[src/design/bdio_map.svh]
// Constants of the buffered twelve channel parallel I/O port.
// Assumes inclusion by bare name from the package and the design modules.
`ifndef BDIO_MAP_SVH
`define BDIO_MAP_SVH

// Transfer instruction fields: opcode, device code high digit, functions
`define IOT_OPCODE 3'h6
`define DEV_HIGH_DIGIT 3'h5
`define FN_INT_OFF 3'h0
`define FN_INT_ON 3'h1
`define FN_SKIP_FLAG 3'h2
`define FN_CLR_IN 3'h3
`define FN_RD_IN 3'h4
`define FN_SET_OUT 3'h5
`define FN_CLR_OUT 3'h6
`define FN_RD_OUT 3'h7

// Configuration register byte addresses on the AXI4-Lite slave
`define ADDR_DEV_CODE 8'h00
`define ADDR_LEVEL_MODE 8'h04
`define ADDR_ISOLATE 8'h08
`define ADDR_OUT_VIEW 8'h0C
`define ADDR_IN_VIEW 8'h10
`define ADDR_STATUS 8'h14

// Reset values and bus responses
`define RST_DEV_CODE 3'h0
`define RST_WORD 12'h000
`define RST_LINES 12'hFFF
`define RESP_OKAY 2'h0
`define RESP_SLVERR 2'h2

`endif

[src/design/bdio_pkg.sv]
// Types and instruction decode shared by the parallel I/O port modules.
// Assumes bdio_map.svh on the include path.
`include "bdio_map.svh"

package bdio_pkg;

  // Decoded transfer instruction
  typedef enum logic [3:0] {
    OP_NONE, OP_INT_OFF, OP_INT_ON, OP_SKIP_FLAG, OP_CLR_IN,
    OP_RD_IN, OP_SET_OUT, OP_CLR_OUT, OP_RD_OUT
  } io_op_t;

  // Device field match: high digit fixed, low digit from the selection
  function automatic logic dev_match(input logic [11:0] instr,
                                     input logic [2:0] code);
    dev_match = (instr[11:9] == `IOT_OPCODE) &&
                (instr[8:6] == `DEV_HIGH_DIGIT) && (instr[5:3] == code);
  endfunction

  // Function field to operation
  function automatic io_op_t decode_op(input logic [11:0] instr,
                                       input logic [2:0] code);
    io_op_t op;
    op = OP_NONE;
    if (dev_match(instr, code)) begin
      unique case (instr[2:0])
        `FN_INT_OFF: op = OP_INT_OFF;
        `FN_INT_ON: op = OP_INT_ON;
        `FN_SKIP_FLAG: op = OP_SKIP_FLAG;
        `FN_CLR_IN: op = OP_CLR_IN;
        `FN_RD_IN: op = OP_RD_IN;
        `FN_SET_OUT: op = OP_SET_OUT;
        `FN_CLR_OUT: op = OP_CLR_OUT;
        `FN_RD_OUT: op = OP_RD_OUT;
      endcase
    end
    decode_op = op;
  endfunction

endpackage

[src/design/bdio_port.sv]
// Twelve channel buffered parallel I/O port on a processor transfer bus.
// Assumes instruction strobes synchronous to REF_CLK, one cycle each,
// and configuration software on an AXI4-Lite master.
//
// The register offsets and the AXI4-Lite interface to the registers were chosen for this implementation.
`include "bdio_map.svh"

module bdio_port
  import bdio_pkg::*;
#(
  parameter int W = 12
) (
  input wire logic REF_CLK,
  input wire logic SYS_RST,
  input wire logic IO_STROBE,
  input wire logic [11:0] IO_INSTR,
  input wire logic [W-1:0] IO_AC_IN,
  output logic [W-1:0] IO_AC_OUT,
  output logic IO_AC_LOAD,
  output logic IO_SKIP,
  output logic IO_IRQ,
  input wire logic [W-1:0] DATA_IN_N,
  output logic [W-1:0] DATA_OUT,
  input wire logic [7:0] S_AXI_AWADDR,
  input wire logic S_AXI_AWVALID,
  output logic S_AXI_AWREADY,
  input wire logic [31:0] S_AXI_WDATA,
  input wire logic [3:0] S_AXI_WSTRB,
  input wire logic S_AXI_WVALID,
  output logic S_AXI_WREADY,
  output logic [1:0] S_AXI_BRESP,
  output logic S_AXI_BVALID,
  input wire logic S_AXI_BREADY,
  input wire logic [7:0] S_AXI_ARADDR,
  input wire logic S_AXI_ARVALID,
  output logic S_AXI_ARREADY,
  output logic [31:0] S_AXI_RDATA,
  output logic [1:0] S_AXI_RRESP,
  output logic S_AXI_RVALID,
  input wire logic S_AXI_RREADY
);

  typedef struct packed {
    logic [W-1:0] out_reg;
    logic [W-1:0] in_cap;
    logic [W-1:0] line_prev;
    logic int_en;
    logic irq;
    logic skip;
    logic ac_load;
    logic [W-1:0] ac_out;
  } port_state_t;

  port_state_t st;
  port_state_t next_st;

  logic [2:0] dev_code;
  logic [W-1:0] level_mode;
  logic [W-1:0] isolate;
  logic [W-1:0] in_view;
  logic [W-1:0] fall;
  logic in_flag;
  io_op_t op;

  // Configuration words that stand in for the board jumpers
  bdio_cfg_regs #(
    .W(W)
  ) u_cfg (
    .clk(REF_CLK),
    .rst(SYS_RST),
    .awaddr(S_AXI_AWADDR),
    .awvalid(S_AXI_AWVALID),
    .awready(S_AXI_AWREADY),
    .wdata(S_AXI_WDATA),
    .wstrb(S_AXI_WSTRB),
    .wvalid(S_AXI_WVALID),
    .wready(S_AXI_WREADY),
    .bresp(S_AXI_BRESP),
    .bvalid(S_AXI_BVALID),
    .bready(S_AXI_BREADY),
    .araddr(S_AXI_ARADDR),
    .arvalid(S_AXI_ARVALID),
    .arready(S_AXI_ARREADY),
    .rdata(S_AXI_RDATA),
    .rresp(S_AXI_RRESP),
    .rvalid(S_AXI_RVALID),
    .rready(S_AXI_RREADY),
    .dev_code(dev_code),
    .level_mode(level_mode),
    .isolate(isolate),
    .out_view(st.out_reg),
    .in_view(in_view),
    .in_flag(in_flag),
    .int_en(st.int_en)
  );

  // Decoding only sees an instruction while its strobe is up
  assign op = IO_STROBE ? decode_op(IO_INSTR, dev_code) : OP_NONE;

  // Lines idle high; a high-to-low step is a captured one
  assign fall = st.line_prev & ~DATA_IN_N;

  // Each bit shows its flip-flop or the inverted live line
  assign in_view = (level_mode & ~DATA_IN_N) |
                   (~level_mode & st.in_cap);

  // Isolated bits take no part in flag, interrupt or skip
  assign in_flag = |(in_view & ~isolate);

  assign DATA_OUT = st.out_reg;
  assign IO_AC_OUT = st.ac_out;
  assign IO_AC_LOAD = st.ac_load;
  assign IO_SKIP = st.skip;
  assign IO_IRQ = st.irq;

  // Instruction execution and input capture
  always_comb begin
    next_st = st;
    next_st.line_prev = DATA_IN_N;
    next_st.ac_load = 1'b0;
    next_st.skip = 1'b0;
    next_st.ac_out = st.ac_out;
    unique case (op)
      OP_SET_OUT: next_st.out_reg = st.out_reg | IO_AC_IN;
      OP_CLR_OUT: next_st.out_reg = st.out_reg & ~IO_AC_IN;
      OP_RD_OUT: begin
        next_st.ac_out = st.out_reg;
        next_st.ac_load = 1'b1;
      end
      OP_RD_IN: begin
        next_st.ac_out = in_view;
        next_st.ac_load = 1'b1;
      end
      OP_CLR_IN: next_st.in_cap = st.in_cap & ~IO_AC_IN;
      OP_INT_OFF: next_st.int_en = 1'b0;
      OP_INT_ON: next_st.int_en = 1'b1;
      OP_SKIP_FLAG: next_st.skip = in_flag;
      OP_NONE: ;
    endcase
    // A fresh edge wins over a clear in the same cycle, so bits that
    // arrive between read and clear stay pending
    next_st.in_cap = next_st.in_cap | fall;
    // Request follows the enable at once, so enabling with a set flag
    // raises it on the next edge
    next_st.irq = next_st.int_en & in_flag;
  end

  // State register; system clear zeroes everything held except line_prev, which loads all ones
  always_ff @(posedge REF_CLK or posedge SYS_RST) begin
    if (SYS_RST) begin
      st <= '0;
      st.line_prev <= `RST_LINES;
    end else begin
      st <= next_st;
    end
  end
endmodule

[src/design/bdio_cfg_regs.sv]
// AXI4-Lite slave holding the strap-like configuration of the port.
// Assumes a single-clock system and a master with one access of each kind.
`include "bdio_map.svh"

module bdio_cfg_regs
  import bdio_pkg::*;
#(
  parameter int W = 12
) (
  input wire logic clk,
  input wire logic rst,
  input wire logic [7:0] awaddr,
  input wire logic awvalid,
  output logic awready,
  input wire logic [31:0] wdata,
  input wire logic [3:0] wstrb,
  input wire logic wvalid,
  output logic wready,
  output logic [1:0] bresp,
  output logic bvalid,
  input wire logic bready,
  input wire logic [7:0] araddr,
  input wire logic arvalid,
  output logic arready,
  output logic [31:0] rdata,
  output logic [1:0] rresp,
  output logic rvalid,
  input wire logic rready,
  output logic [2:0] dev_code,
  output logic [W-1:0] level_mode,
  output logic [W-1:0] isolate,
  input wire logic [W-1:0] out_view,
  input wire logic [W-1:0] in_view,
  input wire logic in_flag,
  input wire logic int_en
);

  typedef struct packed {
    logic aw_got;
    logic w_got;
    logic [7:0] waddr;
    logic [31:0] wdata;
    logic [3:0] wstrb;
    logic bvalid;
    logic [1:0] bresp;
    logic rvalid;
    logic [31:0] rdata;
    logic [1:0] rresp;
    logic [2:0] dev_code;
    logic [W-1:0] level_mode;
    logic [W-1:0] isolate;
  } cfg_state_t;

  cfg_state_t st;
  cfg_state_t next_st;

  // Apply byte lanes to a stored word
  function automatic logic [31:0] merge(input logic [31:0] old,
                                        input logic [31:0] nw,
                                        input logic [3:0] strb);
    logic [31:0] r;
    r = old;
    for (int i = 0; i < 4; i++) begin
      if (strb[i]) begin
        r[8*i +: 8] = nw[8*i +: 8];
      end
    end
    merge = r;
  endfunction

  // Address and data are taken apart; a new one waits for the response
  assign awready = !st.aw_got && !st.bvalid;
  assign wready = !st.w_got && !st.bvalid;
  assign arready = !st.rvalid;
  assign bvalid = st.bvalid;
  assign bresp = st.bresp;
  assign rvalid = st.rvalid;
  assign rdata = st.rdata;
  assign rresp = st.rresp;
  assign dev_code = st.dev_code;
  assign level_mode = st.level_mode;
  assign isolate = st.isolate;

  // Next state of both channels and the configuration words
  always_comb begin
    logic [31:0] m;
    m = '0;
    next_st = st;
    if (awvalid && awready) begin
      next_st.aw_got = 1'b1;
      next_st.waddr = awaddr;
    end
    if (wvalid && wready) begin
      next_st.w_got = 1'b1;
      next_st.wdata = wdata;
      next_st.wstrb = wstrb;
    end
    if (st.aw_got && st.w_got) begin
      next_st.aw_got = 1'b0;
      next_st.w_got = 1'b0;
      next_st.bvalid = 1'b1;
      next_st.bresp = `RESP_OKAY;
      unique case (st.waddr)
        `ADDR_DEV_CODE: begin
          m = merge(32'h0000_0000 | st.dev_code, st.wdata, st.wstrb);
          next_st.dev_code = m[2:0];
        end
        `ADDR_LEVEL_MODE: begin
          m = merge(32'h0000_0000 | st.level_mode, st.wdata, st.wstrb);
          next_st.level_mode = m[W-1:0];
        end
        `ADDR_ISOLATE: begin
          m = merge(32'h0000_0000 | st.isolate, st.wdata, st.wstrb);
          next_st.isolate = m[W-1:0];
        end
        `ADDR_OUT_VIEW, `ADDR_IN_VIEW, `ADDR_STATUS: ;
        default: next_st.bresp = `RESP_SLVERR;
      endcase
    end
    if (st.bvalid && bready) begin
      next_st.bvalid = 1'b0;
    end
    if (st.rvalid && rready) begin
      next_st.rvalid = 1'b0;
    end
    if (arvalid && arready) begin
      next_st.rvalid = 1'b1;
      next_st.rresp = `RESP_OKAY;
      next_st.rdata = 32'h0000_0000;
      unique case (araddr)
        `ADDR_DEV_CODE: next_st.rdata[2:0] = st.dev_code;
        `ADDR_LEVEL_MODE: next_st.rdata[W-1:0] = st.level_mode;
        `ADDR_ISOLATE: next_st.rdata[W-1:0] = st.isolate;
        `ADDR_OUT_VIEW: next_st.rdata[W-1:0] = out_view;
        `ADDR_IN_VIEW: next_st.rdata[W-1:0] = in_view;
        `ADDR_STATUS: next_st.rdata[1:0] = {int_en, in_flag};
        default: next_st.rresp = `RESP_SLVERR;
      endcase
    end
  end

  // State register
  always_ff @(posedge clk or posedge rst) begin
    if (rst) begin
      st <= '0;
      st.dev_code <= `RST_DEV_CODE;
    end else begin
      st <= next_st;
    end
  end

endmodule

[config.mk]
export PLATFORM = sky130hd
export DESIGN_NAME = bdio_port
export DESIGN_NICKNAME = d
export VERILOG_FILES = /design/src/design/bdio_pkg.sv /design/src/design/bdio_port.sv /design/src/design/bdio_cfg_regs.sv
export VERILOG_INCLUDE_DIRS = /design/src /design/src/design
export SDC_FILE = /design/constraint.sdc
export NUM_CORES = 1
export LEC_CHECK = 0
export BUFFER_PORTS_ARGS = -buffer_cell sky130_fd_sc_hd__buf_2
export CORE_ASPECT_RATIO = 0.6
export CORE_MARGIN = 2
export CORE_UTILIZATION = 46
export DETAILED_ROUTE_END_ITERATION = 8
export PLACE_DENSITY = 0.86
export SLEW_MARGIN = 20
export SYNTH_ARGS = -nofsm -noshare
export SYNTH_HDL_FRONTEND = slang
export SYNTH_SLANG_ARGS = --single-unit
[constraint.sdc]
create_clock -name REF_CLK -period 4.4 [get_ports REF_CLK]
set_clock_uncertainty 0.05 [all_clocks]
set_input_delay 1.32 -clock REF_CLK [delete_from_list [all_inputs] [get_ports REF_CLK]]
set_output_delay 1.32 -clock REF_CLK [all_outputs]
set_load 0.05 [all_outputs]
# [Yosys cells after proc, flatten, opt, wreduce, memory -nomap -nowiden]
# Memory sizes are Yosys's and may differ from the RTL's.
# Index checks and enable logic that the tools add are counted.
[classes] n_bitwise=14 multipliers=0 n_addsub=0 n_reduce_logical=30 n_lt_le_gt_ge=0 div=0 mux=19 eq_ne=21 shifts=0
[op_table] operator="$and 12x12->12" count=6
[op_table] operator="$not 12->12" count=4
[op_table] operator="$or 12x12->12" count=3
[op_table] operator="$pmux 9 s4" count=1
[op_table] operator="$mux 35" count=1
[op_table] operator="$eq 8x4->1 const B" count=4
[op_table] operator="$eq 8x5->1 const B" count=4
[op_table] operator="$pmux 13 s2" count=1
[op_table] operator="$pmux 12 s2" count=1
[op_table] operator="$eq 4x3->1 const B" count=4
[op_table] operator="$eq 8x3->1 const B" count=2
[op_table] operator="$logic_not 8->1" count=2
[op_table] operator="$reduce_and 3->1" count=5
[op_table] operator="$mux 12" count=1
[op_table] operator="$pmux 2 s6" count=1
[op_table] operator="$reduce_bool 2->1" count=6
[op_table] operator="$reduce_or 12->1" count=1
[op_table] operator="$reduce_or 6->1" count=2
[op_table] operator="$logic_and 1x1->1" count=10
[op_table] operator="$eq 4x2->1 const B" count=2
[op_table] operator="$mux 4" count=2
[op_table] operator="$eq 3x3->1 const B" count=2
[op_table] operator="$mux 2" count=3
[op_table] operator="$mux 1" count=5
[op_table] operator="8 further kinds" count=11
[totals] inputBits=96 n_memories=1 latchBits=0 elab_cells=108 ff_bits=121 romBits=32 out_inout_bits=68 ramBits=0
[memory_table] name="(no name shown)" words=8 word_bits=4 read_ports=1 rd_clocked_by_memory_dff=0 wr=0 line_no="bdio_pkg.sv:26" source="unique case (instr[2:0])"

# [Logic depth before layout (Yosys ltp)]
# Gate-level depths: netlist of the first run.
[logic_depth] ltp_word=8 depth_mapped=7 ltp_nobuf=6

# [Modules after synthesis]
# Synthesis of the first run repeated with hierarchy kept, for this count alone.
[hier_totals] hier_cells=548 area_unflattened_um2=6177.2
[modules_own_cells] module="bdio_cfg_regs" area_per_inst_um2=3492.1 seq_area_each_um2=1676.6 cells_each=288 instances=1
[modules_own_cells] module="bdio_port" area_per_inst_um2=2685.1 seq_area_each_um2=1316.3 cells_each=260 instances=1

# [Worst setup path before layout of the first run]
# No wires, ideal clock.
[synth_timing] path_type="input to register" from="in IO_INSTR[0]" to="reg st[28] (netlist bit)" n_path_buf=1 setup_ps=121 cell_stages=7 required_ps=4229 setup_slack_ps=1446 arrival_time_ps=2783 path_cell_list="ha_1 nor3b_1 nor2_1 nor4_1 clkbuf_1 nand2_1 a22o_1"
[synth_rtl] item="start, declared" line_no="bdio_port.sv:16" source="input wire logic [11:0] IO_INSTR,"
[synth_rtl] item="end signal, assigned" line_no="bdio_port.sv:154" source="st <= next_st;"
[synth_rtl] item="end, declared" line_no="bdio_port.sv:54" source="port_state_t st;"

==> impl_metrics.py, run 1 <==
metrics = {
    "status": {
        "outcome": "complete, no violations",
    },
    "floorplanning": {
        "io_pins": 164,
        "die_area_um2": 13500,
        "core_um2": 12100,
        "initial_core_util_pct": 47.5,
        "rows": 31,
        "die_y_um": 90.7,
        "die_w_um": 149,
    },
    "route": {
        "wl_met2_um": 6240,
        "met1Wirelength_um": 6480,
        "drtAntennaViolNets": 0,
        "avgViaCountPerCell": 5.62,
        "route.detailed.drc": 0,
        "dr_wl_met3_um": 1660,
        "drt_iter0_drc": 409,
        "dr_total_vias": 4381,
        "highest-signal-layer": "met5",
        "wire_per_inst_um": 18.7,
        "wl_um": 14500,
        "dr.pass1.iters": 5,
    },
    "cts": {
        "path_clk_slew_ns": 0.06,
        "post-cts-setup-buffers": 0,
        "ctsResizeCount": 0,
        "hold_buffers": 0,
        "cts_root_buf": "clkbuf_16",
        "clock_path_buffers": 2,
        "numCtsBuffers": 17,
        "insertion_delay_ns": 0.42,
        "cts.sinks": 119,
        "cts_htree_levels": 4,
        "cts_tree": "built",
    },
    "grt": {
        "grt_pass1_vias": 4293,
        "grt_usage_pct": 22.5,
        "antenna_found_initial": 3,
        "grt_remaining_overflow": 0,
        "grt_first_pass_wirelength_um": 23100,
        "grt_max_degree": 80,
    },
    "setup_path": {
        "cp.arrival_ns": 3.40,
        "critPathLaunchType": "input port",
        "critical_path_class": "input port to flop",
        "end_kind": "flop",
        "crit_required_ns": 4.68,
        "crit_path_max_fanout": 13,
    },
    "place": {
        "io_buffers": 119,
        "post-place-cells": 745,
        "place_area_um2": 6190,
        "routabilityCongestion": 0.942,
        "dp_hpwl_um": 11000,
    },
    "timing": {
        "rsz0062_at_grt": "no",
        "fmax_ghz": 0.321,
        "timing.hold.ws_ns": 0.428,
        "setup_tns_ns": 0,
        "fin_crit_sh_pct": 70.9,
        "period_minus_slack_ns": 3.12,
        "finalSetupViolCount": 0,
        "slew_headroom_pct": 36.1,
        "worstMarginPinSlew_ns": 0.934,
        "slew_violations": 0,
        "hold_violations": 0,
    },
    "synthesis": {
        "ys_ff_latch": 119,
        "yosysSeqAreaShare_pct": 51.9,
        "avgSynthCellArea_um2": 11.3,
        "synth_top_family_by_area": "compound AO/OA/AOI/OAI gates",
        "synth_compound_area_share_pct": 14.4,
        "synthSimpleGateAreaFrac_pct": 11.4,
        "synthFlopType": "dfrtp_1",
        "yosysWarnings": 0,
        "muxShareOfSynthArea_pct": 10.7,
        "synth-edff-count": 0,
        "async_flop_share_pct": 100,
        "synth-xor-area-share_pct": 0.608,
        "yosys.area_share.adder_pct": 0.434,
        "syn_area_um2": 5760,
        "synthCells": 511,
        "ys_types": 54,
    },
    "layout": {
        "stdcell_area_um2": 6730,
        "nets": 697,
        "layout-area-overhead-vs-synth_pct": 16.8,
        "final_layout_size_suffix_gt1_share_pct": 38.2,
        "stdcell_count": 779,
    },
    "power": {
        "peakVddDrop_uv": 311,
        "p_leak_nw": 3.31,
        "finalPower_mw": 3.14,
        "p_per_area_nw_per_um2": 466,
    },
    "min_path": {
        "worstHoldPathType": "flop to flop",
    },
    "job": {
        "drv_cap": 0,
    },
}
==> kinds of logic after synthesis <==
group,count (synthesis)
adders and majority gates,2
AOI/OAI and AO/OA,118
muxes,54
and+or+nand+nor,114
DFF,119
xor gates and xnor gates,4
other,1
buffers and inverters,99
==> Yosys cell counts (3+ instances only) <==
master	instances	area, µm²
o21ai_1	4	20.0
buf_2	4	20.0
a2111oi_0	5	43.8
clkbuf_1	13	48.8
buf_4	61	458
and2_1	3	18.8
nand2_1	41	154
nor2b_1	4	25.0
a22o_1	14	123
o21ai_0	3	15.0
a222oi_1	8	80.1
xnor2_1	4	35.0
dfstp_2	12	315
nor4_1	4	25.0
mux2i_1	3	30.0
a21o_1	10	75.1
a22oi_1	12	90.1
a211oi_1	8	60.1
mux2_2	50	563
inv_1	21	78.8
nor2_1	18	67.6
dfrtp_1	107	2680
nand3_1	16	80.1
a21oi_1	33	165
or4_1	3	22.5
a31oi_1	12	75.1
==> through the flow <==
step	util, %	setup WS, ns
floorplan	-	1.45
global placement	51.0	0.953
detailed placement	51.0	0.894
finish	55.4	1.28
CTS	55.4	1.31
global route	55.4	1.17
==> area by class of cell <==
| type | instances | area (µm²) |
|---|---|---|
| Antenna cell | 2 | 5.00 |
| Sequential cell | 119 | 2990 |
| Tap cell | 165 | 206 |
| Timing Repair Buffer | 126 | 661 |
| Fill cell | 1028 | 5410 |
| Clock buffer | 17 | 425 |
| Multi-Input combinational cell | 314 | 2250 |
| Clock inverter | 15 | 106 |
| Inverter | 21 | 82.6 |
==> path summary, 6_finish.rpt <==
| check | startpoint | endpoint | slack [ns] | cells after the start |
|---|---|---|---|---|
| hold / removal | u_cfg.rdata[7]$_DFFE_PP0P_ | u_cfg.rdata[7]$_DFFE_PP0P_ | 0.43 | 1 |
| max in group asynchronous | SYS_RST | st[25]$_DFF_PP1_ | 2.37 | 3 |
| setup / recovery | IO_INSTR[0] | flop | 1.28 | 8 |
| hold reg to reg | u_cfg.rdata[7]$_DFFE_PP0P_ | u_cfg.rdata[7]$_DFFE_PP0P_ | 0.43 | 1 |
| min in group asynchronous | SYS_RST | IO_AC_OUT[8]$_DFFE_PP0P_ | 1.02 | 2 |
| setup reg to reg | u_cfg.dev_code[0]$_DFFE_PP0P_ | flop | 2.02 | 6 |
==> worst max-delay path, stage by stage <==
cell and delay (ns):
buf_2 0.14, ha_1 0.24, nor3b_1 0.32, o21ai_0 0.19, nor4_4 0.63, buf_4 0.31, a21oi_1 0.09, a31oi_1 0.15
==> layer usage <==
metal,global-route usage (%),up-vias
li1,-,1961
met1,31.4,2156
met2,32.4,243
met3,9.75,17
met4,5.56,4
met5,0,-
==> where the power goes <==
group,switching (mW),internal (mW)
Sequential,0.151,1.25
Combinational,0.293,0.215
Clock,0.511,0.716
==> cells in the final DEF (no fill, tap or decap), types with 4 or more instances in the layout <==
cell type,count
inv_1,20
buf_4,6
dfrtp_1,107
o21ai_1,4
a22o_1,14
nor2_1,18
nand2_1,41
a21o_1,10
a22oi_1,12
clkinvlp_4,6
a211oi_1,8
a21oi_1,33
a222oi_1,8
mux2_2,50
buf_2,119
nor2b_1,4
clkbuf_16,17
nor4_1,4
clkinv_2,5
a31oi_1,12
xnor2_1,4
a2111oi_0,5
nand3_1,16
dfstp_2,12
conb_1,22
(Power assumes the default switching activity.)
==> run 2: changes to the inputs <==
==> constraint.sdc (replaced) <==
create_clock -name REF_CLK -period 2.82 [get_ports REF_CLK]
set_clock_uncertainty 0.05 [all_clocks]
set_input_delay 0.846 -clock REF_CLK [delete_from_list [all_inputs] [get_ports REF_CLK]]
set_output_delay 0.846 -clock REF_CLK [all_outputs]
set_load 0.05 [all_outputs]
==> run 2 against run 1 <==
Non-clock buffer count is 10 higher. Register-to-register slack lost 1.6 ns. Combinational power up 59%. Global-route usage increased by 0.055 points. Sequential power is 57% higher. Utilization is 1.6 points higher. Setup slack lost 0.86 ns. Critical path type is now flop to flop. Largest cell class unchanged. Cell area up 2.8%. Critical path depth is 3 lower.
==> impl_metrics.py, run 2 (same netlist as run 1, synthesis figures left out) <==
metrics = {
    "status": {
        "outcome": "complete, no violations",
    },
    "floorplanning": {
        "core_um2": 12100,
        "die_area_um2": 13500,
        "initial_core_util_pct": 47.5,
        "rows": 31,
        "die_w_um": 149,
        "io_pins": 164,
        "die_y_um": 90.7,
    },
    "timing": {
        "slew_headroom_pct": 59.0,
        "period_minus_slack_ns": 2.39,
        "finalSetupViolCount": 0,
        "setup_slack_ns": 0.426,
        "hold_violations": 0,
        "rsz0062_at_grt": "no",
        "slew_violations": 0,
        "setup_tns_ns": 0,
        "fin_crit_sh_pct": 84.9,
        "worstMarginPinSlew_ns": 0.599,
        "fmax_ghz": 0.418,
        "timing.hold.ws_ns": 0.436,
    },
    "layout": {
        "final_layout_size_suffix_gt1_share_pct": 39.2,
        "nets": 707,
        "multi_input_area_um2": 2250,
        "antenna_cells": 0,
        "ff_latch_area_um2": 2990,
        "layout-area-overhead-vs-synth_pct": 20.1,
        "stdcell_area_um2": 6920,
        "layout_common_cells": "buf_2, dfrtp_1, mux2_2, nand2_1, a21oi_1",
        "final_common_cell": "buf_2",
        "fillers": 1017,
        "stdcell_count": 787,
    },
    "min_path": {
        "worstHoldPathType": "flop to flop",
        "whs_endpoint": "u_cfg.rdata[3]$_DFFE_PP0P_",
        "min_from": "u_cfg.rdata[3]$_DFFE_PP0P_",
        "hold_path_depth": 1,
    },
    "setup_path": {
        "critPathLaunchType": "flop",
        "r2r_slack_ns": 0.43,
        "worstRegToRegCells": 5,
        "critPathSlowestCell": "or4_4",
        "r2r-end": "u_cfg.level_mode[1]$_DFFE_PP0P_",
        "r2r-start": "u_cfg.st[108]$_DFFE_PP0P_",
        "cp.arrival_ns": 2.64,
        "crit_path_max_fanout": 8,
        "crit_required_ns": 3.07,
        "end_kind": "flop",
        "slowest_delay_ns": 0.56,
        "critical_path_class": "flop to flop",
        "path_cells": "or4_4, nor4_4, nand2_2, nor3b_4, mux2_2",
    },
    "cts": {
        "cts_tree": "built",
        "cts_htree_levels": 4,
        "insertion_delay_ns": 0.41,
        "ctsResizeCount": 0,
        "post-cts-setup-buffers": 0,
        "hold_buffers": 0,
        "path_clk_slew_ns": 0.06,
        "cts.sinks": 119,
        "cts_root_buf": "clkbuf_16",
        "numCtsBuffers": 17,
        "clock_path_buffers": 2,
    },
    "grt": {
        "antenna_found_initial": 3,
        "grt_max_degree": 120,
        "grt_first_pass_wirelength_um": 23200,
        "grt_remaining_overflow": 0,
        "grt_usage_pct": 22.6,
        "grt_pass1_vias": 4362,
    },
    "place": {
        "io_buffers": 119,
        "post-place-cells": 755,
        "dp_hpwl_um": 11100,
        "routabilityCongestion": 0.935,
        "pre_cts_ws_ns": 0.0423,
        "place_area_um2": 6270,
    },
    "power": {
        "p_leak_nw": 3.43,
        "p_per_area_nw_per_um2": 777,
        "peakVddDrop_uv": 508,
    },
    "route": {
        "drt_iter0_drc": 368,
        "dr_total_vias": 4466,
        "wl_um": 14800,
        "drtAntennaViolNets": 0,
        "route.detailed.drc": 0,
        "wire_per_inst_um": 18.8,
        "dr.pass1.iters": 5,
        "avgViaCountPerCell": 5.67,
    },
    "job": {
        "drv_cap": 0,
    },
}
-- run 2: cell count changes in the layout (fill, tap and decap cells not counted), sizes merged, moves of 2 or more --
| cell | before | now |
|---|---|---|
| clkbuf | 17 | 19 |
| clkinv | 8 | 6 |
| diode | 2 | 0 |
| buf | 126 | 136 |
| bufinv | 0 | 5 |
| clkinvlp | 6 | 2 |
-- run 2: final cells by class --
class / instances / share of cell area [%]
multi-input cells: 314 / 32.5
inverters: 21 / 1.19
repair buffers: 136 / 10.6
clock buffers: 19 / 6.54
flip-flops and latches: 119 / 43.2
clock inverters: 13 / 2.89
well taps: 165 / 2.98
-- run 2: worst max-delay path, delay by kind of cell (launching register included) --
kind	cells	cell delay (ns)
flops	1	0.38
mux	1	0.40
simple gates	4	1.45
-- run 2: worst max-delay path by stage --
stage                                   start                              end  slack (ns)  depth (start not counted)
finish              u_cfg.st[108]$_DFFE_PP0P_  u_cfg.level_mode[1]$_DFFE_PP0P_        0.43                          5
global route        u_cfg.st[108]$_DFFE_PP0P_  u_cfg.level_mode[7]$_DFFE_PP0P_        0.30                          5
CTS                 u_cfg.st[108]$_DFFE_PP0P_  u_cfg.level_mode[1]$_DFFE_PP0P_        0.40                          5
detailed placement                IO_INSTR[0]         IO_AC_OUT[8]$_DFFE_PP0P_        0.04                          7
global placement              S_AXI_ARADDR[7]       u_cfg.rdata[7]$_DFFE_PP0P_        0.11                          8
floorplan            u_cfg.bvalid$_DFFE_PP0P_         u_cfg.st[66]$_DFFE_PP0P_        0.17                          5
-- run 2: power by group --
part | switching, mW | internal [mW] | leakage (nW) | total [mW]
Clock | 0.767 | 1.61 | 0.323 | 2.38
Sequential | 0.245 | 1.96 | 1.49 | 2.20
Combinational | 0.458 | 0.345 | 1.61 | 0.804
-- run 2: stage by stage --
step | utilization, % | power (mW)
6_report | 57.0 | 5.38
5_1_grt | 57.0 | 5.59
4_1_cts | 57.0 | 5.42
3_5_place_dp | 51.6 | 3.03
3_3_place_gp | 51.6 | 2.97
2_1_floorplan | - | 2.78
-- run 2: layer usage --
layer	up-vias	track usage (%)	share of wire [%]
met2	266	33.1	44
met4	4	7.62	1.5
met1	2193	32.0	44
met5	-	0	0.14
met3	25	6.97	11
li1	1978	-	-
==> run 3: changes to the inputs <==
==> constraint.sdc (replaced) <==
create_clock -name REF_CLK -period 1.9 [get_ports REF_CLK]
set_clock_uncertainty 0.05 [all_clocks]
set_input_delay 0.57 -clock REF_CLK [delete_from_list [all_inputs] [get_ports REF_CLK]]
set_output_delay 0.57 -clock REF_CLK [all_outputs]
set_load 0.05 [all_outputs]
==> run 3 against run 2 <==
The run now ends with setup timing left. Critical path depth increased by 1. Via count rose by 10%. Die area unchanged. Non-clock buffer count increased by 59. Sequential share of layout area decreased by 5.2 points. Cell count rose by 7.8%. Utilization is 7.7 points higher. Maximum frequency grew 12%. Clock power is 35% higher. Global-route usage up 3.3 points. Power rose by 49%. First-iteration DRC count is 14% higher. Critical endpoint is now u_cfg.level_mode[4]$_DFFE_PP0P_. Largest power group is now registers.
==> impl_metrics.py, run 3 (same netlist as run 1, synthesis figures left out) <==
metrics = {
    "status": {
        "outcome": "finished, violations left",
        "violations": "setup timing",
    },
    "cts": {
        "cts_root_buf": "clkbuf_16",
        "numCtsBuffers": 17,
        "cts.sinks": 119,
        "clock_path_buffers": 2,
        "path_clk_slew_ns": 0.06,
        "cts_tree": "built",
        "cts_htree_levels": 4,
        "insertion_delay_ns": 0.42,
    },
    "timing": {
        "rsz0062_at_grt": "yes",
        "slew_violations": 0,
        "period_minus_slack_ns": 2.14,
        "slew_headroom_pct": 66.8,
        "worstMarginPinSlew_ns": 0.486,
        "fin_crit_sh_pct": 112,
        "setup_tns_ns": -6.76,
        "fmax_ghz": 0.468,
        "setup_slack_ns": -0.236,
        "hold_violations": 0,
        "finalSetupViolCount": 51,
    },
    "setup_path": {
        "critPathLaunchType": "flop",
        "cp-endpoint": "u_cfg.level_mode[4]$_DFFE_PP0P_",
        "crit_required_ns": 2.15,
        "crit_path_max_fanout": 8,
        "critical_path_class": "flop to flop",
        "cp.arrival_ns": 2.39,
        "startpoint": "u_cfg.st[108]$_DFFE_PP0P_",
        "r2r-end": "u_cfg.level_mode[4]$_DFFE_PP0P_",
        "r2r_slack_ns": -0.24,
        "r2r-start": "u_cfg.st[108]$_DFFE_PP0P_",
        "end_kind": "flop",
        "worstRegToRegCells": 6,
    },
    "place": {
        "dp_hpwl_um": 12200,
        "io_buffers": 119,
        "routabilityCongestion": 0.978,
        "pre_cts_ws_ns": -0.426,
        "place_area_um2": 6850,
    },
    "grt": {
        "grt_pass1_vias": 4744,
        "grt_remaining_overflow": 0,
        "grt_first_pass_wirelength_um": 26400,
        "grt_usage_pct": 25.9,
        "grt_max_degree": 76,
        "antenna_found_initial": 1,
    },
    "floorplanning": {
        "die_y_um": 90.7,
        "rows": 31,
        "initial_core_util_pct": 47.5,
        "io_pins": 164,
        "die_w_um": 149,
        "core_um2": 12100,
        "die_area_um2": 13500,
    },
    "power": {
        "peakVddDrop_uv": 741,
        "p_per_area_nw_per_um2": 1020,
        "p_leak_nw": 3.83,
    },
    "route": {
        "dr_total_vias": 4918,
        "drt_iter0_drc": 420,
        "wl_um": 17900,
        "avgViaCountPerCell": 5.80,
        "route.detailed.drc": 0,
        "dr.pass1.iters": 7,
        "drtAntennaViolNets": 0,
        "wire_per_inst_um": 21.1,
    },
    "job": {
        "drv_cap": 0,
    },
    "layout": {
        "antenna_cells": 0,
        "final_common_cell": "buf_2",
        "layout-area-overhead-vs-synth_pct": 36.4,
        "final_layout_size_suffix_gt1_share_pct": 53.0,
        "stdcell_area_um2": 7860,
        "layout_common_cells": "buf_2, dfrtp_1, buf_4, mux2_2, nand2_1",
        "nets": 768,
    },
    "min_path": {
        "worstHoldPathType": "input port to async pin",
    },
}
-- run 3: cell count changes in the layout (fill, tap and decap cells not counted), moves of 5 or more --
cell     delta
mux2_4     +12
a21oi_1    -12
buf_6       +8
a21oi_2     +9
mux2_2     -12
nand3_2    +13
buf_4      +47
or4_4       +5
nand3_1    -14
nand2_1     -6
nor4_4      +5
-- run 3: critical path: stages, from the launching register on --
cell and delay (ns):
dfrtp_1 0.38, or4_4 0.56, nor4_4 0.19, nand2_2 0.13, nor3b_4 0.23, buf_12 0.17, mux2_4 0.31
-- run 3: worst min-delay path by stage --
stage / to / from / cells after the start / slack [ns]
floorplan: u_cfg.rdata[10]$_DFFE_PP0P_ / u_cfg.rdata[10]$_DFFE_PP0P_ / 1 / 0.40
global placement: u_cfg.rdata[7]$_DFFE_PP0P_ / u_cfg.rdata[7]$_DFFE_PP0P_ / 1 / 0.41
detailed placement: u_cfg.rdata[9]$_DFFE_PP0P_ / u_cfg.rdata[9]$_DFFE_PP0P_ / 1 / 0.41
CTS: async pin / SYS_RST / 2 / 0.02
global route: async pin / SYS_RST / 2 / 0.03
finish: async pin / SYS_RST / 2 / 0.03
-- run 3: layout make-up --
class | count | area [µm²]
Clock buffer | 21 | 470
Clock inverter | 11 | 124
Fill cell | 905 | 4280
Inverter | 21 | 86.3
Multi-Input combinational cell | 316 | 2700
Sequential cell | 119 | 2990
Tap cell | 165 | 206
Timing Repair Buffer | 195 | 1280
-- run 3: repair_timing --
| action | CTS | global route |
|---|---|---|
| hold buffers | 0 | 0 |
| buffers inserted | 5 | 1 |
| gates cloned | 3 | 5 |
| setup endpoints to repair | 58 | 77 |
| pin swaps | 10 | 28 |
| hold endpoints to repair | 0 | 0 |
| resized for setup | 23 | 45 |
-- run 3: power by group --
| part | switching [mW] | total, mW | internal (mW) |
|---|---|---|---|
| Clock | 1.18 | 3.21 | 2.03 |
| Combinational | 0.806 | 1.50 | 0.696 |
| Sequential | 0.385 | 3.29 | 2.90 |
| Total | 2.38 | 8.00 | 5.63 |
-- run 3: per-stage QoR --
step / util [%] / cells / hold WS, ns / total power, mW
finish: 64.7 / 848 / 0.0251 / 8.00
global route: 64.7 / 848 / 0.0297 / 8.28
CTS: 62.6 / 842 / 0.0229 / 7.96
detailed placement: 56.4 / 802 / 0.414 / 4.68
global placement: 56.4 / 802 / 0.408 / 4.58
floorplan: - / 532 / 0.401 / 4.20
-- run 3: routing by layer --
layer  vias up  routed length, µm  GRT usage [%]
met2       306               8220           37.5
met3        47               2020           9.19
li1       2108                  -              -
met4         2                331           7.78
met1      2455               7320           36.4
met5         -                  7              0
